## config.mk

```make
export PLATFORM = sky130hd
export DESIGN_NAME = aacbe_exec
export DESIGN_NICKNAME = d
export VERILOG_FILES = /design/src/verilog/aacbe_pkg.sv /design/src/verilog/aacbe_exec.sv /design/src/verilog/aacbe_addr.sv
export VERILOG_INCLUDE_DIRS = /design/src /design/src/verilog
export SDC_FILE = /design/constraint.sdc
export NUM_CORES = 1
export LEC_CHECK = 0
export ABC_AREA = 1
export BUFFER_PORTS_ARGS = -buffer_cell sky130_fd_sc_hd__buf_2
export CAP_MARGIN = 20
export CORE_AREA = 2 2 113 115
export DETAILED_ROUTE_END_ITERATION = 16
export DIE_AREA = 0 0 115 117
export GPL_ROUTABILITY_DRIVEN = 0
export PLACE_DENSITY = 0.7
export SYNTH_ARGS = -nofsm -noshare
export SYNTH_HDL_FRONTEND = slang
export SYNTH_SLANG_ARGS = --single-unit
```

## constraint.sdc

```tcl
create_clock -name i_clk -period 2.85 [get_ports i_clk]
set_input_delay 0.855 -clock i_clk [delete_from_list [all_inputs] [get_ports i_clk]]
set_output_delay 0.855 -clock i_clk [all_outputs]
set_load 0.01 [all_outputs]
```

## src/verilog/aacbe_cfg.svh

```systemverilog
// Constants for the AND and carry-branch execute block.
// Assumes inclusion by bare name from the package and the design modules.
`ifndef AACBE_CFG_SVH
`define AACBE_CFG_SVH

// Data memory address width and program counter width.
`define AACBE_DM_ADDR_W     12
`define AACBE_PC_W          21

// Opcode patterns, compared against the top bits of the instruction word.
`define AACBE_OP_AND_WREG_WITH_FILE     6'h05
`define AACBE_OP_AND_LITERAL_INTO_WREG  8'h0B
`define AACBE_OP_BRANCH_ON_CARRY        8'hE2

// Access bank split and indexed literal offset limit.
`define AACBE_ACC_SPLIT     8'h60
`define AACBE_IDX_MAX       8'h5F

// Program counter step for one instruction word.
`define AACBE_PC_STEP       2

// Register port offsets.
`define AACBE_REG_CTRL      4'h0
`define AACBE_REG_BANK      4'h1
`define AACBE_REG_WREG      4'h2
`define AACBE_REG_STAT      4'h3

// Control register field position and reset values of the registers and counter.
`define AACBE_CTRL_EXT_BIT  0
`define AACBE_CTRL_RST      8'h00
`define AACBE_BANK_RST      8'h00
`define AACBE_WREG_RST      8'h00
`define AACBE_PC_RST        21'h000000

`endif

```

## src/verilog/aacbe_pkg.sv

```systemverilog
// Types for the AND and carry-branch execute block.
// Assumes aacbe_cfg.svh is on the include path.
`include "aacbe_cfg.svh"

package aacbe_pkg;

    // Gray-coded instruction cycle phases.
    typedef enum logic [1:0] {
        PH_Q1 = 2'h0,
        PH_Q2 = 2'h1,
        PH_Q3 = 2'h3,
        PH_Q4 = 2'h2
    } aacbe_phase_t;

    typedef enum logic [1:0] {
        K_NOP                   = 2'h0,
        K_AND_LITERAL_INTO_WREG = 2'h1,
        K_AND_WREG_WITH_FILE    = 2'h2,
        K_BRANCH_ON_CARRY       = 2'h3
    } aacbe_kind_t;

    typedef struct packed {
        aacbe_kind_t kind;
        logic        dest_file;
        logic        bank_sel;
        logic [7:0]  lit;
    } aacbe_dec_t;

    typedef struct packed {
        logic [`AACBE_DM_ADDR_W-1:0] addr;
        logic                        rd;
        logic                        wr;
        logic [7:0]                  wdata;
    } aacbe_dm_req_t;

endpackage

```

## src/verilog/aacbe_exec.sv

```systemverilog
// Top of the execute block: phase sequencer, decode, datapath and register port.
// Assumes fetch presents the word at Q1 and data memory answers one cycle after rd.
`timescale 1ns/1ps
`include "aacbe_cfg.svh"

module aacbe_exec
#(
    parameter int ADDR_W = `AACBE_DM_ADDR_W,
    parameter int PC_W   = `AACBE_PC_W
)
(
    input  wire logic                    i_clk,
    input  wire logic                    i_rstn,
    input  wire logic                    i_ce,
    input  wire logic [15:0]             i_instr,
    input  wire logic                    i_carry,
    input  wire logic [7:0]              i_dm_rdata,
    input  wire logic [ADDR_W-1:0]       i_index_base,
    input  wire logic [3:0]              i_reg_addr,
    input  wire logic [7:0]              i_reg_wdata,
    input  wire logic                    i_reg_wr,
    input  wire logic                    i_reg_rd,
    output aacbe_pkg::aacbe_dm_req_t     o_dm,
    output logic      [PC_W-1:0]         o_pc,
    output logic                         o_flush,
    output logic      [7:0]              o_result,
    output logic                         o_result_valid,
    output logic      [7:0]              o_wreg,
    output logic      [7:0]              o_reg_rdata
);

    initial
    begin
        if (ADDR_W != `AACBE_DM_ADDR_W)
            $error("aacbe_exec address width must match the request struct.");
        if (PC_W < 10)
            $error("aacbe_exec needs a program counter of ten bits or more.");
    end

    logic                   rst_s1_q;
    logic                   rst_n;
    aacbe_pkg::aacbe_phase_t phase_q;
    aacbe_pkg::aacbe_dec_t  dec_q;
    aacbe_pkg::aacbe_dec_t  dec_d;
    logic                   taken_q;
    logic [7:0]             ctrl_q;
    logic [7:0]             bank_q;
    logic [ADDR_W-1:0]      addr_d;
    logic [7:0]             result_d;
    logic [PC_W-1:0]        disp_d;
    logic                   ext_en;

    assign ext_en = ctrl_q[`AACBE_CTRL_EXT_BIT];

    // Reset is asserted at once but released through two flops.
    always_ff @(posedge i_clk or negedge i_rstn)
    begin
        if (!i_rstn)
        begin
            rst_s1_q <= 1'b0;
            rst_n    <= 1'b0;
        end
        else
        begin
            rst_s1_q <= 1'b1;
            rst_n    <= rst_s1_q;
        end
    end

    // Phase sequencer, one instruction cycle every four clocks.
    always_ff @(posedge i_clk or negedge rst_n)
    begin
        if (!rst_n)
            phase_q <= aacbe_pkg::PH_Q1;
        else if (i_ce)
        begin
            case (phase_q)
                aacbe_pkg::PH_Q1: phase_q <= aacbe_pkg::PH_Q2;
                aacbe_pkg::PH_Q2: phase_q <= aacbe_pkg::PH_Q3;
                aacbe_pkg::PH_Q3: phase_q <= aacbe_pkg::PH_Q4;
                default:          phase_q <= aacbe_pkg::PH_Q1;
            endcase
        end
    end

    // Decode. The word fetched behind a taken branch decodes as a no-operation.
    always_comb
    begin
        dec_d           = '0;
        dec_d.kind      = aacbe_pkg::K_NOP;
        dec_d.dest_file = i_instr[9];
        dec_d.bank_sel  = i_instr[8];
        dec_d.lit       = i_instr[7:0];
        if (o_flush)
            dec_d.kind = aacbe_pkg::K_NOP;
        else if (i_instr[15:10] == `AACBE_OP_AND_WREG_WITH_FILE)
            dec_d.kind = aacbe_pkg::K_AND_WREG_WITH_FILE;
        else if (i_instr[15:8] == `AACBE_OP_AND_LITERAL_INTO_WREG)
            dec_d.kind = aacbe_pkg::K_AND_LITERAL_INTO_WREG;
        else if (i_instr[15:8] == `AACBE_OP_BRANCH_ON_CARRY)
            dec_d.kind = aacbe_pkg::K_BRANCH_ON_CARRY;
    end

    aacbe_addr
    #(
        .ADDR_W       (ADDR_W)
    )
    u_addr
    (
        .i_bank_sel   (dec_d.bank_sel),
        .i_ext_en     (ext_en),
        .i_file       (dec_d.lit),
        .i_bank       (bank_q[ADDR_W-9:0]),
        .i_index_base (i_index_base),
        .o_addr       (addr_d)
    );

    always_ff @(posedge i_clk or negedge rst_n)
    begin
        if (!rst_n)
            dec_q <= '0;
        else if (i_ce && (phase_q == aacbe_pkg::PH_Q1))
            dec_q <= dec_d;
    end

    // Data memory requests: read during Q2, write during Q4.
    assign result_d = o_wreg &
        ((dec_q.kind == aacbe_pkg::K_AND_WREG_WITH_FILE) ? i_dm_rdata : dec_q.lit);

    always_ff @(posedge i_clk or negedge rst_n)
    begin
        if (!rst_n)
            o_dm <= '0;
        else if (i_ce)
        begin
            o_dm.rd <= 1'b0;
            o_dm.wr <= 1'b0;
            case (phase_q)
                aacbe_pkg::PH_Q1:
                begin
                    if (dec_d.kind == aacbe_pkg::K_AND_WREG_WITH_FILE)
                    begin
                        o_dm.addr <= addr_d;
                        o_dm.rd   <= 1'b1;
                    end
                end
                aacbe_pkg::PH_Q3:
                begin
                    if ((dec_q.kind == aacbe_pkg::K_AND_WREG_WITH_FILE) && dec_q.dest_file)
                    begin
                        o_dm.wr    <= 1'b1;
                        o_dm.wdata <= result_d;
                    end
                end
                default:
                begin
                end
            endcase
        end
    end

    // Process step: the AND result is ready during Q4 for the status logic.
    always_ff @(posedge i_clk or negedge rst_n)
    begin
        if (!rst_n)
        begin
            o_result       <= 8'h00;
            o_result_valid <= 1'b0;
        end
        else if (i_ce)
        begin
            o_result_valid <= 1'b0;
            if ((phase_q == aacbe_pkg::PH_Q3) &&
                ((dec_q.kind == aacbe_pkg::K_AND_WREG_WITH_FILE) ||
                 (dec_q.kind == aacbe_pkg::K_AND_LITERAL_INTO_WREG)))
            begin
                o_result       <= result_d;
                o_result_valid <= 1'b1;
            end
        end
    end

    // Working register. An instruction write in Q4 beats a port write in the same cycle.
    always_ff @(posedge i_clk or negedge rst_n)
    begin
        if (!rst_n)
            o_wreg <= `AACBE_WREG_RST;
        else if (i_ce)
        begin
            if (o_result_valid &&
                ((dec_q.kind == aacbe_pkg::K_AND_LITERAL_INTO_WREG) || !dec_q.dest_file))
                o_wreg <= o_result;
            else if (i_reg_wr && (i_reg_addr == `AACBE_REG_WREG))
                o_wreg <= i_reg_wdata;
        end
    end

    // Branch: carry is sampled in Q3, the counter is written in Q4.
    assign disp_d = {{(PC_W-9){dec_q.lit[7]}}, dec_q.lit, 1'b0};

    always_ff @(posedge i_clk or negedge rst_n)
    begin
        if (!rst_n)
            taken_q <= 1'b0;
        else if (i_ce && (phase_q == aacbe_pkg::PH_Q3))
            taken_q <= (dec_q.kind == aacbe_pkg::K_BRANCH_ON_CARRY) && i_carry;
    end

    // The counter steps past the fetched word in Q1, except in the flush cycle,
    // so the branch adds its offset to an already incremented counter.
    always_ff @(posedge i_clk or negedge rst_n)
    begin
        if (!rst_n)
            o_pc <= `AACBE_PC_RST;
        else if (i_ce)
        begin
            if ((phase_q == aacbe_pkg::PH_Q1) && !o_flush)
                o_pc <= o_pc + PC_W'(`AACBE_PC_STEP);
            else if ((phase_q == aacbe_pkg::PH_Q4) && taken_q)
                o_pc <= o_pc + disp_d;
        end
    end

    always_ff @(posedge i_clk or negedge rst_n)
    begin
        if (!rst_n)
            o_flush <= 1'b0;
        else if (i_ce && (phase_q == aacbe_pkg::PH_Q4))
            o_flush <= taken_q;
    end

    // Register port.
    always_ff @(posedge i_clk or negedge rst_n)
    begin
        if (!rst_n)
        begin
            ctrl_q <= `AACBE_CTRL_RST;
            bank_q <= `AACBE_BANK_RST;
        end
        else if (i_ce && i_reg_wr)
        begin
            if (i_reg_addr == `AACBE_REG_CTRL)
                ctrl_q <= {7'h00, i_reg_wdata[`AACBE_CTRL_EXT_BIT]};
            if (i_reg_addr == `AACBE_REG_BANK)
                bank_q <= {{(16-ADDR_W){1'b0}}, i_reg_wdata[ADDR_W-9:0]};
        end
    end

    always_ff @(posedge i_clk or negedge rst_n)
    begin
        if (!rst_n)
            o_reg_rdata <= 8'h00;
        else if (i_ce)
        begin
            o_reg_rdata <= 8'h00;
            if (i_reg_rd)
            begin
                case (i_reg_addr)
                    `AACBE_REG_CTRL: o_reg_rdata <= ctrl_q;
                    `AACBE_REG_BANK: o_reg_rdata <= bank_q;
                    `AACBE_REG_WREG: o_reg_rdata <= o_wreg;
                    `AACBE_REG_STAT: o_reg_rdata <= {4'h0, taken_q, o_flush, phase_q};
                    default:         o_reg_rdata <= 8'h00;
                endcase
            end
        end
    end

    // Checks.
    phase_order_a: assert property (@(posedge i_clk) disable iff (!rst_n)
        (i_ce && phase_q == aacbe_pkg::PH_Q1) |=> (phase_q == aacbe_pkg::PH_Q2))
        else $error("Phase did not advance from decode to read.");

    file_read_a: assert property (@(posedge i_clk) disable iff (!rst_n)
        (i_ce && phase_q == aacbe_pkg::PH_Q1 && !o_flush &&
         i_instr[15:10] == `AACBE_OP_AND_WREG_WITH_FILE) |=> o_dm.rd)
        else $error("Register AND did not read its operand.");

    and_result_a: assert property (@(posedge i_clk) disable iff (!rst_n)
        (i_ce && phase_q == aacbe_pkg::PH_Q3 && dec_q.kind == aacbe_pkg::K_AND_WREG_WITH_FILE)
        |=> (o_result_valid && o_result == ($past(o_wreg) & $past(i_dm_rdata))))
        else $error("Register AND result is wrong.");

    file_dest_a: assert property (@(posedge i_clk) disable iff (!rst_n)
        (i_ce && phase_q == aacbe_pkg::PH_Q3 && dec_q.kind == aacbe_pkg::K_AND_WREG_WITH_FILE &&
         dec_q.dest_file) |=> (o_dm.wr && o_dm.wdata == o_result))
        else $error("Result was not written back to the file register.");

    w_dest_a: assert property (@(posedge i_clk) disable iff (!rst_n)
        (i_ce && o_result_valid && dec_q.kind == aacbe_pkg::K_AND_WREG_WITH_FILE &&
         !dec_q.dest_file)
        |=> (o_wreg == $past(o_result) && !o_dm.wr))
        else $error("Result did not land in the working register.");

    bank_addr_a: assert property (@(posedge i_clk) disable iff (!rst_n)
        (i_ce && phase_q == aacbe_pkg::PH_Q1 && dec_d.kind == aacbe_pkg::K_AND_WREG_WITH_FILE &&
         i_instr[8]) |=> (o_dm.addr == {$past(bank_q[ADDR_W-9:0]), $past(i_instr[7:0])}))
        else $error("Banked address is wrong.");

    indexed_addr_a: assert property (@(posedge i_clk) disable iff (!rst_n)
        (i_ce && phase_q == aacbe_pkg::PH_Q1 && dec_d.kind == aacbe_pkg::K_AND_WREG_WITH_FILE &&
         !i_instr[8] && ext_en && i_instr[7:0] <= `AACBE_IDX_MAX)
        |=> (o_dm.addr == $past(i_index_base) + ADDR_W'($past(i_instr[7:0]))))
        else $error("Indexed literal offset address is wrong.");

    branch_taken_a: assert property (@(posedge i_clk) disable iff (!rst_n)
        (i_ce && phase_q == aacbe_pkg::PH_Q4 && taken_q)
        |=> (o_pc == $past(o_pc) + $past(disp_d) && o_flush))
        else $error("Taken branch target or flush is wrong.");

    branch_idle_a: assert property (@(posedge i_clk) disable iff (!rst_n)
        (i_ce && phase_q == aacbe_pkg::PH_Q4 && !taken_q) |=> (o_pc == $past(o_pc) && !o_flush))
        else $error("Branch moved the counter without carry.");

    flush_quiet_a: assert property (@(posedge i_clk) disable iff (!rst_n)
        (o_flush && phase_q == aacbe_pkg::PH_Q2) |-> (!o_dm.rd && !o_dm.wr && !o_result_valid))
        else $error("Flush cycle performed an operation.");

endmodule

```

## src/verilog/aacbe_addr.sv

```systemverilog
// Data memory address former for file instructions.
// Assumes all inputs are steady while the caller samples the result.
`timescale 1ns/1ps
`include "aacbe_cfg.svh"

module aacbe_addr
#(
    parameter int ADDR_W = `AACBE_DM_ADDR_W
)
(
    input  wire logic              i_bank_sel,
    input  wire logic              i_ext_en,
    input  wire logic [7:0]        i_file,
    input  wire logic [ADDR_W-9:0] i_bank,
    input  wire logic [ADDR_W-1:0] i_index_base,
    output logic      [ADDR_W-1:0] o_addr
);

    initial
    begin
        if (ADDR_W < 9)
            $error("aacbe_addr needs at least nine address bits.");
    end

    always_comb
    begin
        if (i_bank_sel)
            o_addr = {i_bank, i_file};
        else if (i_ext_en && (i_file <= `AACBE_IDX_MAX))
            o_addr = i_index_base + {{(ADDR_W-8){1'b0}}, i_file};
        else if (i_file < `AACBE_ACC_SPLIT)
            o_addr = {{(ADDR_W-8){1'b0}}, i_file};
        else
            o_addr = {{(ADDR_W-8){1'b1}}, i_file};
    end

endmodule

```

==> summary.md <==
| Metric | Value |
|---|---|
| Vias/cell | `5.23` |
| Post-DP HPWL | `11300 um` |
| Post-Syn Instances | `just over 700` |
| CP startpoint kind | `flip-flop` |
| Antenna violations before repair | `1` |
| Worst-Skew Late Latency | `350 ps` |
| Reg clk slew, reported paths | `70 ps` |
| Routed len/inst | `about 15 um` |
| Slew Limit Fails | `0` |
| Setup TNS | `0 ps` |
| Pre-CTS WS | `around 220 ps` |
| Htree depth | `3` |
| Congestion Overflow GR | `0` |
| Final hold vios | `0` |
| Cell area after synthesis | `0.00540 mm2` |
| Vias in the first global route | `4998` |
| Relative slew margins | `54.7%` |
| TritonRoute pass-1 iters | `5` |
| Post-synth EDFFs | `0` |
| CTS tree | `yes` |
| Most frequent cells in the layout | `nand2_1, buf_2, inv_1` |
| Die Area | `around 0.013 mm2` |
| Synth warn | `0` |
| Final wirelength | `14700 um` |
| FFs w/ async S/R, synth | `100%` |
| CP endpoint kind | `flip-flop` |
| Number of cells after detailed placement | `980` |
| I/O pin cnt | `123` |
| Clock Root Buffer | `clkbuf_16` |
| WHS | `272 ps` |
| Post-synthesis register bit count | `89` |
| 1st-iter DRT viols | `approximately 360` |
| Fin crit period | `2400 ps` |
| Row count | `41` |
| Cell area power density | `864 mW/mm2` |
| Max-capacitance violation count | `0` |
| Post-synth top area share | `between 40% and 50%` |
| Max Freq | `0.416 GHz` |
| Clock Skews | `6.55 ps` |
| Setup Viol. Count Final | `0` |
| Ranking of synthesized cells by area | `dfrtp_1, nand2_1, o21ai_0` |
| Synth area leader | `dfrtp_1` |
| Seq/Total Area, Yosys | `41.3%` |
| Crit path kind | `reg -> reg` |
| Final period utilization | `84.4%` |
| Synthesized area per cell | `7.44 um2` |
| Post-synth net total | `799` |
| Worst EP arrival | `2650 ps` |
| Number of unique standard cell types used by synthesis | `between 40 and 50` |
| Lkg Pwr | `between 0.003 and 0.004 uW` |
| Worst slew pin tran | `678 ps` |
| Primary FF master, synth | `dfrtp_1` |
| Cells on worst reg2reg path | `15` |
| Chip height | `117 um` |
| Core Footprint | `0.0123 mm2` |
| First-pass GRT wire length | `24200 um` |
| Worst IR Drop VDD | `0.291 mV` |
| Overall Global Routing Usage | `~23%` |
| Final Instance Area | `0.00641 mm2` |
| Port bufs | `121` |
| Cell Area, Placed | `about 0.006 mm2` |
| DRC | `0` |
| Layout Nets | `slightly above 900` |
| Crit Path Max Fanout | `8` |
| Setup ws final | `446 ps` |
| Total CTS buffers | `9` |
| Share of cells above drive strength 1 | `20.4%` |
| RSZ-0062 raised after global routing | `false` |
| Status | `finished, final reports clean` |
| Largest net degree at the start of global routing | `52` |
| CTS Buffer Depth | `2` |
| Area growth syn-to-layout | `18.8%` |
| ANT nets after route | `0` |
| Total number of vias | `around 5200` |
| Finished Layout Cells | `roughly 1000` |
| Worst Path Required | `3090 ps` |
| Die Wd | `about 120 um` |
| Initial core utilization | `43.8%` |
| Most common cell after layout, fill and taps aside | `nand2_1` |
| Total clock sinks | `89` |
| Min-Delay Path Class | `in -> async` |
## path summary, 6_finish.rpt
check,from,to,slack (ps)
max,phase_q[0]$_DFFE_PN0P_,o_pc[15]$_DFFE_PN0P_,450
max in group asynchronous,rst_n$_DFF_PN0_,o_pc[12]$_DFFE_PN0P_,1900
min reg2reg,rst_n$_DFF_PN0_,bank_q[0]$_DFFE_PN0P_,300
min in group i_clk,rst_s1_q$_DFF_PN0_,rst_n$_DFF_PN0_,350
max reg2reg,phase_q[0]$_DFFE_PN0P_,o_pc[15]$_DFFE_PN0P_,450
min,i_rstn,rst_n$_DFF_PN0_,270
## sequential cells by signal, indices dropped and copies added (netlist names)
signal	cells
rst_s1_q	1
o_flush	1
o_pc	20
bank_q	4
phase_q	2
o_wreg	8
ctrl_q	1
taken_q	1
o_result_valid	1
rst_n	1
o_dm	22
o_reg_rdata	8
dec_q	11
o_result	8
## where the power goes
group	switching [uW]	total, uW	internal, uW	leakage, uW
registers	278	1830	1550	0.00111
logic	1640	2600	953	0.00214
clock network	518	1110	594	0.000137
total	2440	5540	3100	0.00338
## per-stage QoR
| step | total power (uW) | utilization, % |
|---|---|---|
| CTS | 5540 | 51.9 |
| detailed placement | 4420 | 49.7 |
| global placement | 4370 | 49.7 |
| floorplan | 3700 | - |
| global route | 6060 | 52.0 |
| finish | 5540 | 52.0 |
## cell usage after synthesis (3+ instances only)
| master | number |
|---|---|
| nand2_1 | 176 |
| clkbuf_1 | 8 |
| nor3_1 | 3 |
| xnor2_1 | 4 |
| buf_6 | 3 |
| nand3_1 | 50 |
| a21oi_1 | 53 |
| nand4_1 | 7 |
| a41oi_1 | 8 |
| o21ai_1 | 4 |
| ha_1 | 18 |
| buf_4 | 3 |
| buf_2 | 7 |
| nand2_2 | 10 |
| nor2_2 | 6 |
| o21ai_0 | 68 |
| dfrtp_1 | 89 |
| a31oi_1 | 4 |
| nand3_2 | 3 |
| inv_1 | 90 |
| xor2_1 | 5 |
| o211ai_1 | 4 |
| a32o_1 | 4 |
| nor2_1 | 66 |
| o22ai_1 | 5 |
## what timing repair did
action | in CTS | in global routing
gates resized for setup | 0 | 1
setup endpoints to repair | 0 | 4
buffers inserted | 0 | 1
hold buffers | 0 | 0
## kinds of logic (layout without fill, tap and decap cells)
| kind of cell | after synthesis | count (layout) | share of synthesized area [%] |
|---|---|---|---|
| flops | 89 | 89 | 41.3 |
| simple gates | 329 | 329 | 26.4 |
| compound gates | 162 | 162 | 17.1 |
| xor+xnor | 9 | 9 | 1.46 |
| buf+inv | 114 | 236 | 8.72 |
| other cells | 2 | 3 | 0.139 |
| fa+ha+maj | 20 | 20 | 4.92 |
## cell type report
class / count / area, um2
Multi-Input combinational cell: 522 / 2700
Fill cell: 1206 / 5900
Tap cell: 150 / 188
Timing Repair Buffer: 128 / 671
Sequential cell: 89 / 2230
Antenna cell: 1 / 2.50
Clock buffer: 10 / 229
Inverter: 92 / 348
Clock inverter: 6 / 41.3
## layer usage
layer | track usage [%] | vias up | part of all wire (%)
li1 | - | 2625 | -
met1 | 31.7 | 2419 | 46
met2 | 36.3 | 153 | 46
met3 | 4.02 | 18 | 5.1
met4 | 9.40 | 0 | 2.2
met5 | 0 | - | 0
## worst max-delay path: stages (launching register included)
cell     delay (ps)
dfrtp_1         430
nor2_2          170
nand2_4          90
inv_4           100
nor2_1           80
fa_1            440
inv_1           100
nor3_1           60
nor2_1          240
nor2_1           90
nand2_1          90
nand3_2          90
nand2_1          90
nand3_1          60
nand3_1         100
nand2_1          50
(Power assumes the default switching activity.)
